### src/rnic_defines.svh
`ifndef RNIC_DEFINES_SVH
`define RNIC_DEFINES_SVH

// vector words
`define RNIC_VEC_RESET    16'hFFFE
`define RNIC_VEC_NMI      16'hFFFC
`define RNIC_VEC_BASE     16'hFFE0

// priority slots in the chain
`define RNIC_SLOT_RESET   4'd15
`define RNIC_SLOT_NMI     4'd14
`define RNIC_SLOT_WDT     4'd10

// status word fields
`define RNIC_PSW_GIE      3
`define RNIC_PSW_SCG0     6
`define RNIC_PSW_RST      16'h0000

// watchdog control fields
`define RNIC_WDC_TMSEL    4
`define RNIC_WDC_NMI      5
`define RNIC_WDC_NMI_EDGE_SELECT    6
`define RNIC_WDC_RST      16'h0000

// non-maskable source bit positions
`define RNIC_NMI_PIN      0
`define RNIC_NMI_OSC      1
`define RNIC_NMI_FLASH    2

// acceptance latency in mclk cycles
`define RNIC_LAT_CYC      3'd6

`endif

### src/rnic_pkg.sv
package rnic_pkg;

  typedef enum logic [1:0] {
    ST_HOLD,
    ST_LATENCY,
    ST_RUN
  } rnic_state_type;

  typedef logic [15:0] rnic_word_type;

endpackage

### src/rnic_prio_if.sv
`timescale 1ns/1ps
`default_nettype none

interface rnic_prio_if;
  logic [15:0] req;
  logic        any;
  logic [3:0]  idx;
  modport arb  (input req, output any, output idx);
  modport user (output req, input any, input idx);
endinterface

`default_nettype wire

### src/rnic_top.sv
// Functional notes
// - power-on reset clears whole status word
// - watchdog starts running in watchdog mode
// - reset end loads counter from reset vector
// - pin powers up in reset function
// - pin function chosen by watchdog control field
// - pin low holds reset, high starts execution
// - fixed chain priority, nearer cpu wins
// - nmi ignores global enable, uses own enables
// - nmi acceptance clears all three nmi enables
// - accepted nmi vectors through shared nmi word
// - pin edge, osc fault, flash violation combine
// - selected edge sets flag, requests if enabled
// - power-up clear returns pin to reset
// - edge select change may trigger nmi only in nmi mode
// - flash violation flag, request only when enabled
// - osc fault flag, request only when enabled
// - power-up clear forces oscillators to safe state
// - nmi source flags survive acceptance
// - per-source enables and global enable gate maskables
// - interval-mode watchdog overflow is maskable interrupt
// - maskable needs both enables, nmi only own
// - single-source flag clears on acceptance
// - six cycles from acceptance to first instruction
`timescale 1ns/1ps
`default_nettype none
`include "rnic_defines.svh"

module rnic_top
  import rnic_pkg::*;
#(
  parameter int NPER = 14
) (
  input  wire logic        mclk,
  input  wire logic        reset_n,
  input  wire logic        rst_nmi_pin,
  input  wire logic        osc_fault_in,
  input  wire logic        flash_viol_in,
  input  wire logic        wdt_overflow,
  input  wire logic        wdt_key_viol,
  input  wire logic        flash_key_viol,
  input  wire logic        wdt_ctl_wr,
  input  wire logic [15:0] wdt_ctl_wdata,
  input  wire logic        psw_wr,
  input  wire logic [15:0] psw_wdata,
  input  wire logic        nmi_ie_wr,
  input  wire logic [2:0]  nmi_ie_wdata,
  input  wire logic [2:0]  nmi_flag_clr,
  input  wire logic        wdt_irq_enable,
  input  wire logic        wdt_flag_clr,
  input  wire logic [NPER-1:0] periph_irq,
  input  wire logic [NPER-1:0] periph_ie,
  input  wire logic        irq_accept,
  input  wire logic [15:0] vec_rdata,
  output var  logic        cpu_reset_q,
  output var  logic        puc_q,
  output var  logic        osc_safe_q,
  output var  logic [15:0] psw_q,
  output var  logic [15:0] wdt_ctl_q,
  output var  logic [2:0]  nmi_ie_q,
  output var  logic [2:0]  nmi_flags_q,
  output var  logic        wdt_flag_q,
  output var  logic        irq_pending_q,
  output var  logic [15:0] irq_ack_q,
  output var  logic        vec_rd_q,
  output var  logic [15:0] vec_addr_q,
  output var  logic        pc_load_q,
  output var  logic [15:0] pc_value_q
);

  rnic_state_type  state_q;
  rnic_state_type  state_d;
  logic [2:0]      cnt_q;
  logic [3:0]      slot_q;
  logic            act_prev_q;
  logic [NPER-1:0] periph_q;
  logic            flash_viol_q;
  logic            wdt_ovf_q;

  // pin and oscillator fault come from outside the clock domain
  logic [1:0] async_s;
  logic       pin_s;
  logic       osc_s;

  rnic_sync #(
    .W (2)
  ) u_sync (
    .mclk     (mclk),
    .reset_n  (reset_n),
    .async_in ({osc_fault_in, rst_nmi_pin}),
    .sync_out (async_s)
  );

  assign pin_s = async_s[0];
  assign osc_s = async_s[1];

  // same-domain interrupt sources get one register stage
  always_ff @(posedge mclk or negedge reset_n) begin
    if (!reset_n) begin
      periph_q     <= '0;
      flash_viol_q <= 1'b0;
      wdt_ovf_q    <= 1'b0;
    end else begin
      periph_q     <= periph_irq;
      flash_viol_q <= flash_viol_in;
      wdt_ovf_q    <= wdt_overflow;
    end
  end

  // pin function and watchdog mode decode
  logic nmi_mode;
  logic nmi_es;
  logic wdt_interval;

  assign nmi_mode     = wdt_ctl_q[`RNIC_WDC_NMI];
  assign nmi_es       = wdt_ctl_q[`RNIC_WDC_NMI_EDGE_SELECT];
  assign wdt_interval = wdt_ctl_q[`RNIC_WDC_TMSEL];

  // reset and power-up clear sources
  logic pin_reset;
  logic wdt_expire;
  logic puc_evt;

  assign pin_reset  = !nmi_mode && !pin_s;
  assign wdt_expire = wdt_ovf_q && !wdt_interval;
  assign puc_evt    = pin_reset || wdt_expire || wdt_key_viol || flash_key_viol;

  // pin edge detect: active level follows the select bit
  logic pin_active;
  logic pin_edge;

  assign pin_active = nmi_es ? !pin_s : pin_s;
  assign pin_edge   = nmi_mode && pin_active && !act_prev_q;

  always_ff @(posedge mclk or negedge reset_n) begin
    if (!reset_n) begin
      act_prev_q <= 1'b0;
    end else begin
      act_prev_q <= pin_active; // tracks outside nmi mode too
    end
  end

  rnic_prio_if prio (); // chain carrier, declared ahead of the decode that reads it

  // acceptance decode
  logic accept;
  logic acc_nmi;
  logic acc_wdt;

  assign accept  = irq_accept && irq_pending_q && (state_q == ST_RUN);
  assign acc_nmi = accept && (prio.idx == `RNIC_SLOT_NMI);
  assign acc_wdt = accept && (prio.idx == `RNIC_SLOT_WDT) && wdt_flag_q;

  // watchdog control: puc returns pin to reset function
  always_ff @(posedge mclk or negedge reset_n) begin
    if (!reset_n) begin
      wdt_ctl_q <= `RNIC_WDC_RST;
    end else if (puc_evt) begin
      wdt_ctl_q <= `RNIC_WDC_RST;
    end else if (wdt_ctl_wr) begin
      wdt_ctl_q <= wdt_ctl_wdata;
    end
  end

  // status word: cleared on reset and on acceptance except scg0
  always_ff @(posedge mclk or negedge reset_n) begin
    if (!reset_n) begin
      psw_q <= `RNIC_PSW_RST;
    end else if (puc_evt) begin
      psw_q <= `RNIC_PSW_RST;
    end else if (accept) begin
      psw_q <= psw_q & (16'h0001 << `RNIC_PSW_SCG0);
    end else if (psw_wr) begin
      psw_q <= psw_wdata;
    end
  end

  // nmi enables: nmi acceptance clears all three
  always_ff @(posedge mclk or negedge reset_n) begin
    if (!reset_n) begin
      nmi_ie_q <= 3'h0;
    end else if (puc_evt || acc_nmi) begin
      nmi_ie_q <= 3'h0;
    end else if (nmi_ie_wr) begin
      nmi_ie_q <= nmi_ie_wdata;
    end
  end

  // nmi source flags: set wins over clear, kept on acceptance
  logic [2:0] flag_set;

  assign flag_set[`RNIC_NMI_PIN]   = pin_edge;
  assign flag_set[`RNIC_NMI_OSC]   = osc_s;
  assign flag_set[`RNIC_NMI_FLASH] = flash_viol_q;

  always_ff @(posedge mclk or negedge reset_n) begin
    if (!reset_n) begin
      nmi_flags_q <= 3'h0;
    end else begin
      nmi_flags_q <= flag_set | (nmi_flags_q & ~nmi_flag_clr);
      if (puc_evt) begin
        nmi_flags_q[`RNIC_NMI_PIN]   <= 1'b0;
        nmi_flags_q[`RNIC_NMI_FLASH] <= flash_viol_q;
      end
    end
  end

  // watchdog interval flag: single source, cleared on acceptance
  always_ff @(posedge mclk or negedge reset_n) begin
    if (!reset_n) begin
      wdt_flag_q <= 1'b0;
    end else if (wdt_ovf_q && wdt_interval) begin
      wdt_flag_q <= 1'b1;
    end else if (acc_wdt || wdt_flag_clr || puc_evt) begin
      wdt_flag_q <= 1'b0;
    end
  end

  // request vector for the chain
  logic       global_irq_enable;
  logic       nmi_req;
  logic [15:0] mask_req;

  assign global_irq_enable     = psw_q[`RNIC_PSW_GIE];
  assign nmi_req = |(nmi_flags_q & nmi_ie_q);

  always_comb begin
    mask_req = '0;
    mask_req[NPER-1:0] = periph_q & periph_ie;
    mask_req[`RNIC_SLOT_WDT] = mask_req[`RNIC_SLOT_WDT] ||
                               (wdt_flag_q && wdt_irq_enable);
    mask_req[`RNIC_SLOT_NMI] = 1'b0;
    mask_req[`RNIC_SLOT_RESET] = 1'b0;
  end

  assign prio.req = (global_irq_enable ? mask_req : 16'h0000) |
                    ({15'h0000, nmi_req} << `RNIC_SLOT_NMI);

  rnic_prio u_prio (
    .bus (prio.arb)
  );

  // vector word of the winning slot
  logic [15:0] slot_vec;

  assign slot_vec = `RNIC_VEC_BASE | {11'h000, slot_q, 1'b0};

  // sequencer: hold in reset, then six-cycle vector load
  always_comb begin
    state_d = state_q;
    unique case (state_q)
      ST_HOLD: begin
        if (!puc_evt) begin
          state_d = ST_LATENCY;
        end
      end
      ST_LATENCY: begin
        if (puc_evt) begin
          state_d = ST_HOLD;
        end else if (cnt_q == `RNIC_LAT_CYC - 3'd1) begin
          state_d = ST_RUN;
        end
      end
      ST_RUN: begin
        if (puc_evt) begin
          state_d = ST_HOLD;
        end else if (accept) begin
          state_d = ST_LATENCY;
        end
      end
    endcase
  end

  always_ff @(posedge mclk or negedge reset_n) begin
    if (!reset_n) begin
      state_q <= ST_HOLD;
    end else begin
      state_q <= state_d;
    end
  end

  // latency counter and captured slot
  always_ff @(posedge mclk or negedge reset_n) begin
    if (!reset_n) begin
      cnt_q  <= 3'h0;
      slot_q <= `RNIC_SLOT_RESET;
    end else if (state_d == ST_HOLD) begin
      cnt_q  <= 3'h0;
      slot_q <= `RNIC_SLOT_RESET;
    end else if (state_q != ST_LATENCY) begin
      cnt_q  <= 3'h1;
      if (accept) begin
        slot_q <= prio.idx;
      end
    end else begin
      cnt_q <= cnt_q + 3'h1;
    end
  end

  // vector read in cycle 4, program counter load in cycle 6
  logic rd_cyc;
  logic ld_cyc;

  assign rd_cyc = (state_q == ST_LATENCY) && (cnt_q == `RNIC_LAT_CYC - 3'd3);
  assign ld_cyc = (state_q == ST_LATENCY) && (cnt_q == `RNIC_LAT_CYC - 3'd1) &&
                  !puc_evt;

  always_ff @(posedge mclk or negedge reset_n) begin
    if (!reset_n) begin
      vec_rd_q   <= 1'b0;
      vec_addr_q <= `RNIC_VEC_RESET;
      pc_load_q  <= 1'b0;
      pc_value_q <= 16'h0000;
    end else begin
      vec_rd_q  <= rd_cyc && !puc_evt;
      pc_load_q <= ld_cyc;
      if (rd_cyc) begin
        vec_addr_q <= slot_vec;
      end
      if (ld_cyc) begin
        pc_value_q <= vec_rdata;
      end
    end
  end

  // acceptance pulse to single-source peripherals
  always_ff @(posedge mclk or negedge reset_n) begin
    if (!reset_n) begin
      irq_ack_q <= 16'h0000;
    end else if (accept && (prio.idx != `RNIC_SLOT_NMI)) begin
      irq_ack_q <= 16'h0001 << prio.idx;
    end else begin
      irq_ack_q <= 16'h0000;
    end
  end

  // request to cpu, only while running
  always_ff @(posedge mclk or negedge reset_n) begin
    if (!reset_n) begin
      irq_pending_q <= 1'b0;
    end else begin
      irq_pending_q <= prio.any && (state_d == ST_RUN) && !accept;
    end
  end

  // reset outputs: puc forces oscillators safe
  always_ff @(posedge mclk or negedge reset_n) begin
    if (!reset_n) begin
      cpu_reset_q <= 1'b1;
      puc_q       <= 1'b1;
      osc_safe_q  <= 1'b1;
    end else begin
      cpu_reset_q <= (state_d == ST_HOLD);
      puc_q       <= puc_evt;
      osc_safe_q  <= puc_evt;
    end
  end

endmodule

`default_nettype wire

### src/rnic_sync.sv
`timescale 1ns/1ps
`default_nettype none

module rnic_sync #(
  parameter int W = 2
) (
  input  wire logic         mclk,
  input  wire logic         reset_n,
  input  wire logic [W-1:0] async_in,
  output var  logic [W-1:0] sync_out
);

  logic [W-1:0] meta_q;

  // two flops per bit, first stage feeds only the second
  genvar i;
  generate
    for (i = 0; i < W; i++) begin : g_bit
      always_ff @(posedge mclk or negedge reset_n) begin
        if (!reset_n) begin
          meta_q[i]   <= 1'b0;
          sync_out[i] <= 1'b0;
        end else begin
          meta_q[i]   <= async_in[i];
          sync_out[i] <= meta_q[i];
        end
      end
    end
  endgenerate

endmodule

`default_nettype wire

### src/rnic_prio.sv
`timescale 1ns/1ps
`default_nettype none

module rnic_prio (
  rnic_prio_if.arb bus
);

  // daisy chain: higher slot sits nearer the cpu and wins
  always_comb begin
    bus.idx = 4'h0;
    bus.any = 1'b0;
    for (int i = 0; i < 16; i++) begin
      if (bus.req[i]) begin
        bus.idx = 4'(i);
        bus.any = 1'b1;
      end
    end
  end

endmodule

`default_nettype wire

### config.mk
export PLATFORM = sky130hd
export DESIGN_NAME = rnic_top
export DESIGN_NICKNAME = d
export VERILOG_FILES = /design/src/rnic_pkg.sv /design/src/rnic_prio_if.sv /design/src/rnic_top.sv /design/src/rnic_sync.sv /design/src/rnic_prio.sv
export VERILOG_INCLUDE_DIRS = /design/src /design/src/src
export SDC_FILE = /design/constraint.sdc
export NUM_CORES = 1
export LEC_CHECK = 0
export BUFFER_PORTS_ARGS = -buffer_cell sky130_fd_sc_hd__buf_4
export CORE_MARGIN = 1.5
export CORE_UTILIZATION = 40
export CTS_BUF_LIST = sky130_fd_sc_hd__clkbuf_4
export DETAILED_ROUTE_END_ITERATION = 16
export GPL_TIMING_DRIVEN = 0
export MAX_ROUTING_LAYER = met4
export PLACE_DENSITY = 0.69
export SLEW_MARGIN = 30
export SYNTH_ARGS = -nofsm -noshare
export SYNTH_HDL_FRONTEND = slang
export SYNTH_SLANG_ARGS = --single-unit
### constraint.sdc
create_clock -name mclk -period 4.9 [get_ports mclk]
set_clock_uncertainty 0.05 [all_clocks]
set_input_delay 0.49 -clock mclk [delete_from_list [all_inputs] [get_ports mclk]]
set_output_delay 0.49 -clock mclk [all_outputs]
set_load 0.02 [all_outputs]
# Yosys cells after proc, flatten, opt, wreduce, memory -nomap -nowiden
# Cells that the tools add are included.
# Widths: inputs -> output; s select.
dict set report word_totals {
  reg_bits 110
  input_bits 96
  out_inout_bits 93
  wordCells 142
}
dict set report op_classes {
  add_sub_neg 1
  n_eq_ne 10
  shift 1
  muxes 56
  bitwise_logic 6
  n_reduce_logical 43
}
# cell count
set ops {}
lappend ops {{$mux 16} 6}
lappend ops {{$mux 4} 11}
lappend ops {{$mux 3} 8}
lappend ops {{$mux 1} 22}
lappend ops {{$logic_and 1x1->1} 18}
lappend ops {{$shl 1x4->16 const A} 1}
lappend ops {{$or 14x15->15} 1}
lappend ops {{$and 14x14->14} 1}
lappend ops {{$mux 14} 1}
lappend ops {{$mux 2} 7}
lappend ops {{$reduce_bool 2->1} 6}
lappend ops {{$eq 4x4->1 const B} 2}
lappend ops {{$logic_or 1x1->1} 7}
lappend ops {{$and 3x3->3} 2}
lappend ops {{$logic_not 1->1} 6}
lappend ops {{$pmux 2 s3} 1}
lappend ops {{$eq 2x2->1 const B} 2}
lappend ops {{$logic_not 2->1} 2}
lappend ops {{$ne 4x4->1 const B} 1}
lappend ops {{$reduce_and 2->1} 2}
lappend ops {{$add 3x1->3 const B} 1}
lappend ops {{$eq 3x2->1 const B} 1}
lappend ops {{$eq 3x3->1 const B} 1}
lappend ops {{$not 3->3} 1}
lappend ops {{other kinds (6)} 6}

# Depth between registers and ports, before layout
# Gate-level depths: netlist of run 1.
dict set report depth {
  ltp_word 26
  mapped_depth 7
  ltp_nobuf 7
}

# Modules after synthesis
# Synthesis of run 1 repeated with hierarchy kept, for this count alone.
dict set report unflattened {
  hier_cells 347
  area_unflattened_um2 4449.3
}
# module instances cells_each area_each_um2
set by_module_without_submodules {}
lappend by_module_without_submodules {rnic_top 1 314 4187.8}
lappend by_module_without_submodules {rnic_prio 1 29 161.4}
lappend by_module_without_submodules {rnic_sync 1 4 100.1}

# Least setup slack after synthesis of run 1
# No wires, ideal clock.
dict set report synth_timing {
  path_type {register to register}
  from {register state_q[1]}
  to {register cnt_q[1]}
  setup_ns 0.120
  arrival_ns 1.717
  t_required_ns 4.730
  path_slack_ns 3.013
  stages_incl_launch_ff 8
  n_path_buf 0
  synth_period_minus_slack_ns 1.887
  path_cell_list {dfrtp_1 > inv_1 > ha_1 > a21boi_0 > o2111ai_1 > a22oi_2 > a311o_4 > and3b_1}
}
dict set report synth_between {
  elab_chain_cells 7
  word_cells_on_any_way 14
}
# element line
set synth_rtl {}
lappend synth_rtl {{start: declaration} rnic_top.sv:71} ;# rnic_state_type state_q;
lappend synth_rtl {{start signal: assignment} rnic_top.sv:278} ;# state_q <= state_d;
lappend synth_rtl {{$eq 2x2->1} {rnic_top.sv:150, rnic_top.sv:251}}
lappend synth_rtl {{$logic_and 1x1->1} rnic_top.sv:150} ;# assign accept = irq_accept && irq_pending_q && (state_q == ST_RUN);
lappend synth_rtl {{$mux 2} rnic_top.sv:267} ;# end else if (accept) begin
lappend synth_rtl {{$mux 2} rnic_top.sv:265} ;# if (puc_evt) begin
lappend synth_rtl {{$pmux 2 s3 (*)} rnic_top.sv:251} ;# unique case (state_q)
lappend synth_rtl {{via state_d[0]} rnic_top.sv:72} ;# rnic_state_type state_d;
lappend synth_rtl {{$logic_not 2->1 (*)} rnic_top.sv:287} ;# end else if (state_d == ST_HOLD) begin
lappend synth_rtl {{$mux 3 (*)} rnic_top.sv:287}
lappend synth_rtl {{end signal: assignment} rnic_top.sv:296} ;# cnt_q <= cnt_q + 3'h1;
lappend synth_rtl {{end: declaration} rnic_top.sv:73} ;# logic [2:0] cnt_q;
# Mark *: on every way through the listed nets, which the timed path passes. The rest lies on a longest branch.
# A chain may end at the register's enable or synchronous reset.

# Worst setup path after layout of run 1
dict set report layout_timing {
  from {register state_q[1]}
  to {register pc_value_q[13]}
}
dict set report layout_between {
  elab_chain_cells 3
}
# element line
set layout_rtl {}
lappend layout_rtl {{$eq 2x1->1} rnic_top.sv:305} ;# assign ld_cyc = (state_q == ST_LATENCY) && (cnt_q == `RNIC_LAT_CYC - 3'd1) &&
lappend layout_rtl {{$logic_and 1x1->1 (2 in a row)} rnic_top.sv:305}
lappend layout_rtl {{via ld_cyc} rnic_top.sv:302} ;# logic ld_cyc;
lappend layout_rtl {{end signal: assignment} rnic_top.sv:321} ;# pc_value_q <= vec_rdata;
lappend layout_rtl {{end: declaration} rnic_top.sv:68} ;# output var logic [15:0] pc_value_q
# The timed path passes the listed nets, and every way through them passes these cells.

==> metrics.txt, run 1 <==
Pwr per Cell Area 261 nW/um2; number of max-cap violations 0; Setup crit end kind register; Crit path required time between 5 and 6 ns; CP max FO 10; GRT Util Overall 0.177; Port Buffers 175; Post-synth EDFFs 0; maximum vdd drop about 140 uV; drt total wl 9.76 mm; die width approximately 110 um; crit path launch state_q[1]; Synth Warn # 0; WL/cell about 15 um; # setup viols final 0; RSZ-0062 raised after global routing false; Worst setup SP type register; Crit path max-delay family buffers and inverters; Tmin final 2.16 ns; post-DP HPWL 7.54 mm; critical path arrival 2.45 ns; Place WS 2.74 ns; Bufs and invs on worst path 3; core area 10400 um2; Fmax 463 MHz; Via density 4.82; drt first pass iters 4; post-synthesis sequential area ratio 0.637; I/O pins approximately 190; CTS Hold Bufs 0; Unique masters post-synth 55; GRT overflow 0; Least-Margin Pin Slew ~0.83 ns; Post-Syn Instances about 330; placed cell count 657; Final Non-Filler Cells between 600 and 700; crit-path max cell delay 0.48 ns; clock root buffer clkbuf_4; initial DRC count 145; Layout area overhead 38.3%; Final Net Count 633; main flop type after synthesis dfrtp_1; Worst slew margin 0.444; syn_area_per_cell about 13 um2; die area 11500 um2; HP Class in -> async; Yosys reg bits between 100 and 150; total chip power approximately 0.0016 W; Final Wtd Congestion ~0.75; Setup TNS 0 ns; # rows 37; Clock Latency Late Sink approximately 0.44 ns; largest net degree at the start of global routing 111; post-cts sizing count 0; Pins Over Slew Limit 0; status complete, no violations; Hold Fails Final Rpt 0; Initial Utilization 0.417; async set or reset register ratio after synthesis 1.00; DIE HEIGHT 107 um; Clock Tree Buf Depth 2; fin util 0.576; antenna viol nets, final 0; Post-CTS Setup Bufs 0; Critical R2R Launch state_q[1]; # DRC 0; CTS sink cnt 110; Clk pin slew, worst setup/hold paths 0.17 ns; CTS tree built; vias 3246; Diodes inserted 0; cts bufs inserted 9; antenna violations before repair 0; layout cell share with drive strength beyond 1 0.462; Leak 3.11 nW; Worst Path Class, Setup reg -> reg; CP Cell Sequence inv_1 -> ha_1 -> and3_1 -> nor2b_1 -> buf_2 -> buf_4 -> mux2_2; CTS H-tree lvls 3; final worst slack ~2.7 ns; vias in the first global route 3288; period utilisation layout 0.441; CP max-delay cell dfrtp_1; area of the mapped netlist 4340 um2; first-pass GRT wire length roughly 15 mm
[cells in the final DEF (no fill, tap or decap), types with 3 or more instances in the layout]
master    count
a21o_1        3
nor3_1        9
buf_2         3
mux2_2       20
clkbuf_1      3
dfrtp_1     100
nand2b_1      3
buf_4       190
a22oi_1       4
ha_1          5
clkbuf_4      9
mux2i_1      19
inv_1         9
conb_1       14
dfstp_2      10
nand3_1       6
a22o_1       17
nand2_1      22
nor2_1       28
a21oi_1       7
nor4_1        4
[final timing paths]
path	to	slack (ns)	cells past startpoint
max	pc_value_q[13]	2.74	7
min	wdt_ctl_q[15]	0.06	1
max reg2reg	pc_value_q[13]	2.74	7
min reg2reg	u_sync.sync_out[0]	0.32	0
max in group asynchronous	pc_value_q[7]	4.14	1
min in group mclk	periph_q[7]	0.08	1
[cell usage after synthesis (all sizes together) (4+ instances only)]
cell type	count	area (um2)
a21oi	7	35.0
a22o	17	149
a22oi	5	42.5
buf	20	146
dfrtp	100	2500
dfstp	10	263
ha	5	62.6
inv	9	33.8
mux2	20	225
mux2i	19	190
nand2	22	82.6
nand3	6	30.0
nor2	29	111
nor3	10	55.1
nor4	4	25.0
[through the flow]
stage | area (um2) | hold WS [ns]
floorplan | 4390 | 0.144
detailed placement | 5870 | 0.286
finish | 6000 | 0.0611
global placement | 5870 | 0.284
CTS | 6000 | 0.0503
global route | 6000 | 0.0403
[cell families (layout without fill, tap and decap cells)]
kind of cell	count (synthesis)	after routing	synth area share
AND/OR/NAND/NOR	88	88	0.0994
multiplexers	39	39	0.0957
flip-flops	110	110	0.637
AO/OA/AOI/OAI	57	57	0.106
other	2	14	0.00173
XOR/XNOR	1	1	0.00202
adder cells (fa/ha/maj)	5	5	0.0144
buffers and inverters	32	223	0.0441
[state kept, by name, summed over array words and instances, names as in the netlist]
register,count
periph_q,14
u_sync.sync_out,2
act_prev_q,1
irq_ack_q,16
pc_value_q,16
wdt_ctl_q,16
pc_load_q,1
slot_q,4
state_q,2
wdt_ovf_q,1
irq_pending_q,1
nmi_ie_q,3
cnt_q,3
vec_addr_q,4
nmi_flags_q,3
cpu_reset_q,1
vec_rd_q,1
wdt_flag_q,1
osc_safe_q,1
flash_viol_q,1
u_sync.meta_q,2
psw_q,16
[final cells by class]
cell class	count	area [um2]
Fill cell	903	4410
Sequential cell	110	2770
Multi-Input combinational cell	204	1430
Timing Repair Buffer	175	1320
Tap cell	136	170
Buffer	23	158
Clock buffer	9	67.6
Clock inverter	7	60.1
Inverter	9	33.8
[metal layers]
layer	vias to the layer above	wire length, um	global-route usage
li1	1558	-	-
met5	-	0	-
met3	11	794	0.0377
met2	144	4580	0.282
met4	0	129	0.0581
met1	1533	4260	0.225
[where the power goes]
part | internal, W | leakage [nW] | switching [W]
Combinational | 0.000104 | 1.60 | 0.000104
Sequential | 0.000938 | 1.44 | 0.0000139
Clock | 0.000112 | 0.0711 | 0.000295
Total | 0.00115 | 3.11 | 0.000412
Note: power is estimated with default switching activity, not from simulation.
==> run 2, diff against run 1 <==
--- a/config.mk
+++ b/config.mk
@@ -13,7 +13,7 @@
 export DETAILED_ROUTE_END_ITERATION = 16
 export GPL_TIMING_DRIVEN = 0
 export MAX_ROUTING_LAYER = met4
-export PLACE_DENSITY = 0.69
+export PLACE_DENSITY = 0.72
 export SLEW_MARGIN = 30
 export SYNTH_ARGS = -nofsm -noshare
 export SYNTH_HDL_FRONTEND = slang
==> constraint.sdc (replaced) <==
create_clock -name mclk -period 1.75 [get_ports mclk]
set_clock_uncertainty 0.05 [all_clocks]
set_input_delay 0.175 -clock mclk [delete_from_list [all_inputs] [get_ports mclk]]
set_output_delay 0.175 -clock mclk [all_outputs]
set_load 0.02 [all_outputs]
==> metrics.txt, run 2 (same netlist as run 1, synthesis figures left out) <==
status complete, but fails checks (was complete, no violations); failing checks negative setup slack; die area 11500 um2 (unchanged); DIE HEIGHT 107 um (unchanged); Worst setup SP type register (unchanged); Worst slew margin 0.408 (was 0.444); Clock Tree Buf Depth 2 (unchanged); Initial Utilization 0.417 (unchanged); most frequent cells in the layout 209 x buf_4, 97 x dfrtp_1, 78 x dlygate4sd3_1 (was 190 x buf_4, 100 x dfrtp_1, 28 x nor2_1); cts bufs inserted 9 (unchanged); Fin Hold WS 0.150 ns (was 0.0611 ns); WL/cell 16.4 um (was 14.5 um); HP Class in -> reg (was in -> async); Final Net Count 735 (was 633); cell mode on critical path buf_4; Tmin final 1.85 ns (was 2.16 ns); Fill cells 747 (was 903); RSZ-0062 raised after global routing true (was false); Leak 3.61 nW (was 3.11 nW); Via density 4.90 (was 4.82); Setup TNS -1.03 ns (was 0 ns); # setup viols final 24 (was 0); core area 10400 um2 (unchanged); antenna violations before repair 1 (was 0); Clock Latency Late Sink 0.47 ns (was 0.44 ns); antenna viol nets, final 0 (unchanged); critical path arrival 2.17 ns (was 2.45 ns); CTS H-tree lvls 3 (unchanged); vias 3801 (was 3246); Hold Fails Final Rpt 0 (unchanged); Final Instance Area 7340 um2 (was 6000 um2); drt total wl 12.7 mm (was 9.76 mm); initial DRC count 162 (was 145); Fmax 540 MHz (was 463 MHz); Crit path required time 2.07 ns (was 5.19 ns); CP max FO 4 (was 10); Port Buffers 175 (unchanged); Least-Margin Pin Slew 0.889 ns (was 0.833 ns); CTS tree built (unchanged); first-pass GRT wire length 19.0 mm (was 15.4 mm); drt first pass iters 5 (was 4); post-DP HPWL 7.71 mm (was 7.54 mm); layout cell share with drive strength beyond 1 0.493 (was 0.462); vias in the first global route 3902 (was 3288); Final Wtd Congestion 0.783 (was 0.753); maximum vdd drop 506 uV (was 138 uV); commonest non-fill, non-tap cell in the layout buf_4 (unchanged); GRT overflow 0 (unchanged); period utilisation layout 1.06 (was 0.441); Crit path max-delay family flip-flops (was buffers and inverters); Pwr per Cell Area 671 nW/um2 (was 261 nW/um2); Worst Path Class, Setup reg -> reg (unchanged); Layout area overhead 69.0% (was 38.3%); # rows 37 (unchanged); die width 107 um (unchanged); reg-to-reg slack, setup -0.10 ns (was 2.74 ns); clock root buffer clkbuf_4 (unchanged); largest net degree at the start of global routing 111 (unchanged); number of max-cap violations 0 (unchanged); hold worst-path end state_q[0]; # DRC 0 (unchanged); hold path start flash_key_viol; Clk pin slew, worst setup/hold paths 0.18 ns (was 0.17 ns); Pins Over Slew Limit 0 (unchanged); CP Cell Sequence a222oi_1 -> buf_4 -> o21ai_4 -> nor2_4 -> nand3b_1 -> buf_4 -> nor4_2 (was inv_1 -> ha_1 -> and3_1 -> nor2b_1 -> buf_2 -> buf_4 -> mux2_2); crit-path max cell delay 0.45 ns (was 0.48 ns); Setup crit end kind register (unchanged); FF-to-FF End irq_ack_q[1] (was pc_value_q[13]); Bufs and invs on worst path 2 (was 3); CP max-delay cell dfrtp_1 (unchanged); Critical R2R Launch nmi_flags_q[0] (was state_q[1]); I/O pins 189 (unchanged); CTS sink cnt 110 (unchanged); final worst slack -0.101 ns (was 2.74 ns); Hold Path Stages 5; GRT Util Overall 0.223 (was 0.177); Post-DP Area 5900 um2 (was 5870 um2); Worst Reg-to-Reg Cells 7 (unchanged)
[run 2: cell count changes in the layout (fill, tap and decap cells not counted), moves of 4 or more]
cell           before  now
nor3_1              9    4
dlygate4sd3_1       0   78
mux2_4              0   15
buf_6               1    7
nor3_2              1    5
buf_4             190  209
mux2_2             20    5
[run 2: where the power goes]
part / internal (W) / switching [W] / leakage [nW] / total, W
clock: 0.000469 / 0.000899 / 0.0810 / 0.00137
combinational: 0.000491 / 0.000386 / 2.10 / 0.000877
sequential: 0.00263 / 0.0000483 / 1.43 / 0.00267
total: 0.00359 / 0.00133 / 3.61 / 0.00492
[run 2: through the flow]
step                      setup WS, ns  cells   util  total power (W)
after floorplan                -0.0245    346      -          0.00299
after global placement          -0.245    657  0.566          0.00329
after detailed placement        -0.300    657  0.567          0.00331
after CTS                       -0.135    766  0.673          0.00487
after global routing            -0.199    776  0.704          0.00512
final                           -0.101    776  0.704          0.00492
[run 2: what timing repair did]
action                                  4_1_cts  5_1_grt
endpoints found under the setup margin       49       57
pin swaps                                     7       12
hold buffers                                 78        0
hold endpoints to repair                    173        0
resized for setup                            16       56
setup buffers                                15        9
cloned                                        0        1
[run 2: per-layer routing]
metal,routed length [um],track usage,share of wire,vias up
met1,5030,0.253,0.40,1884
li1,-,-,-,1767
met3,603,0.0523,0.047,16
met4,218,0.0705,0.017,0
met2,6850,0.390,0.54,134
met5,0,-,0,-
[run 2: worst max path at each step]
stage / from / end / slack (ns) / cells past startpoint
after detailed placement: nmi_flags_q[0] / irq_ack_q[1] / -0.30 / 5
after global routing: nmi_flags_q[0] / irq_ack_q[3] / -0.20 / 6
after global placement: nmi_flags_q[0] / irq_ack_q[1] / -0.24 / 5
final: nmi_flags_q[0] / irq_ack_q[1] / -0.10 / 7
after floorplan: state_q[1] / cnt_q[1] / -0.02 / 7
after CTS: state_q[0] / cnt_q[1] / -0.13 / 7
[run 2: final cells by class]
type	instances	area, um2	area share
multi-input combinational	204	1710	0.233
antenna	1	2.50	0.000341
inverter	9	33.8	0.00460
buffer	22	179	0.0244
timing repair buffer	278	2320	0.316
clock inverter	7	86.3	0.0118
sequential	110	2770	0.377
tap	136	170	0.0232
clock buffer	9	67.6	0.00921
[run 2: worst min-delay path: stages]
cell and delay (ns):
buf_4 0.07, nor2_1 0.08, o2111ai_2 0.11, a22oi_2 0.07
buf_4 0.13
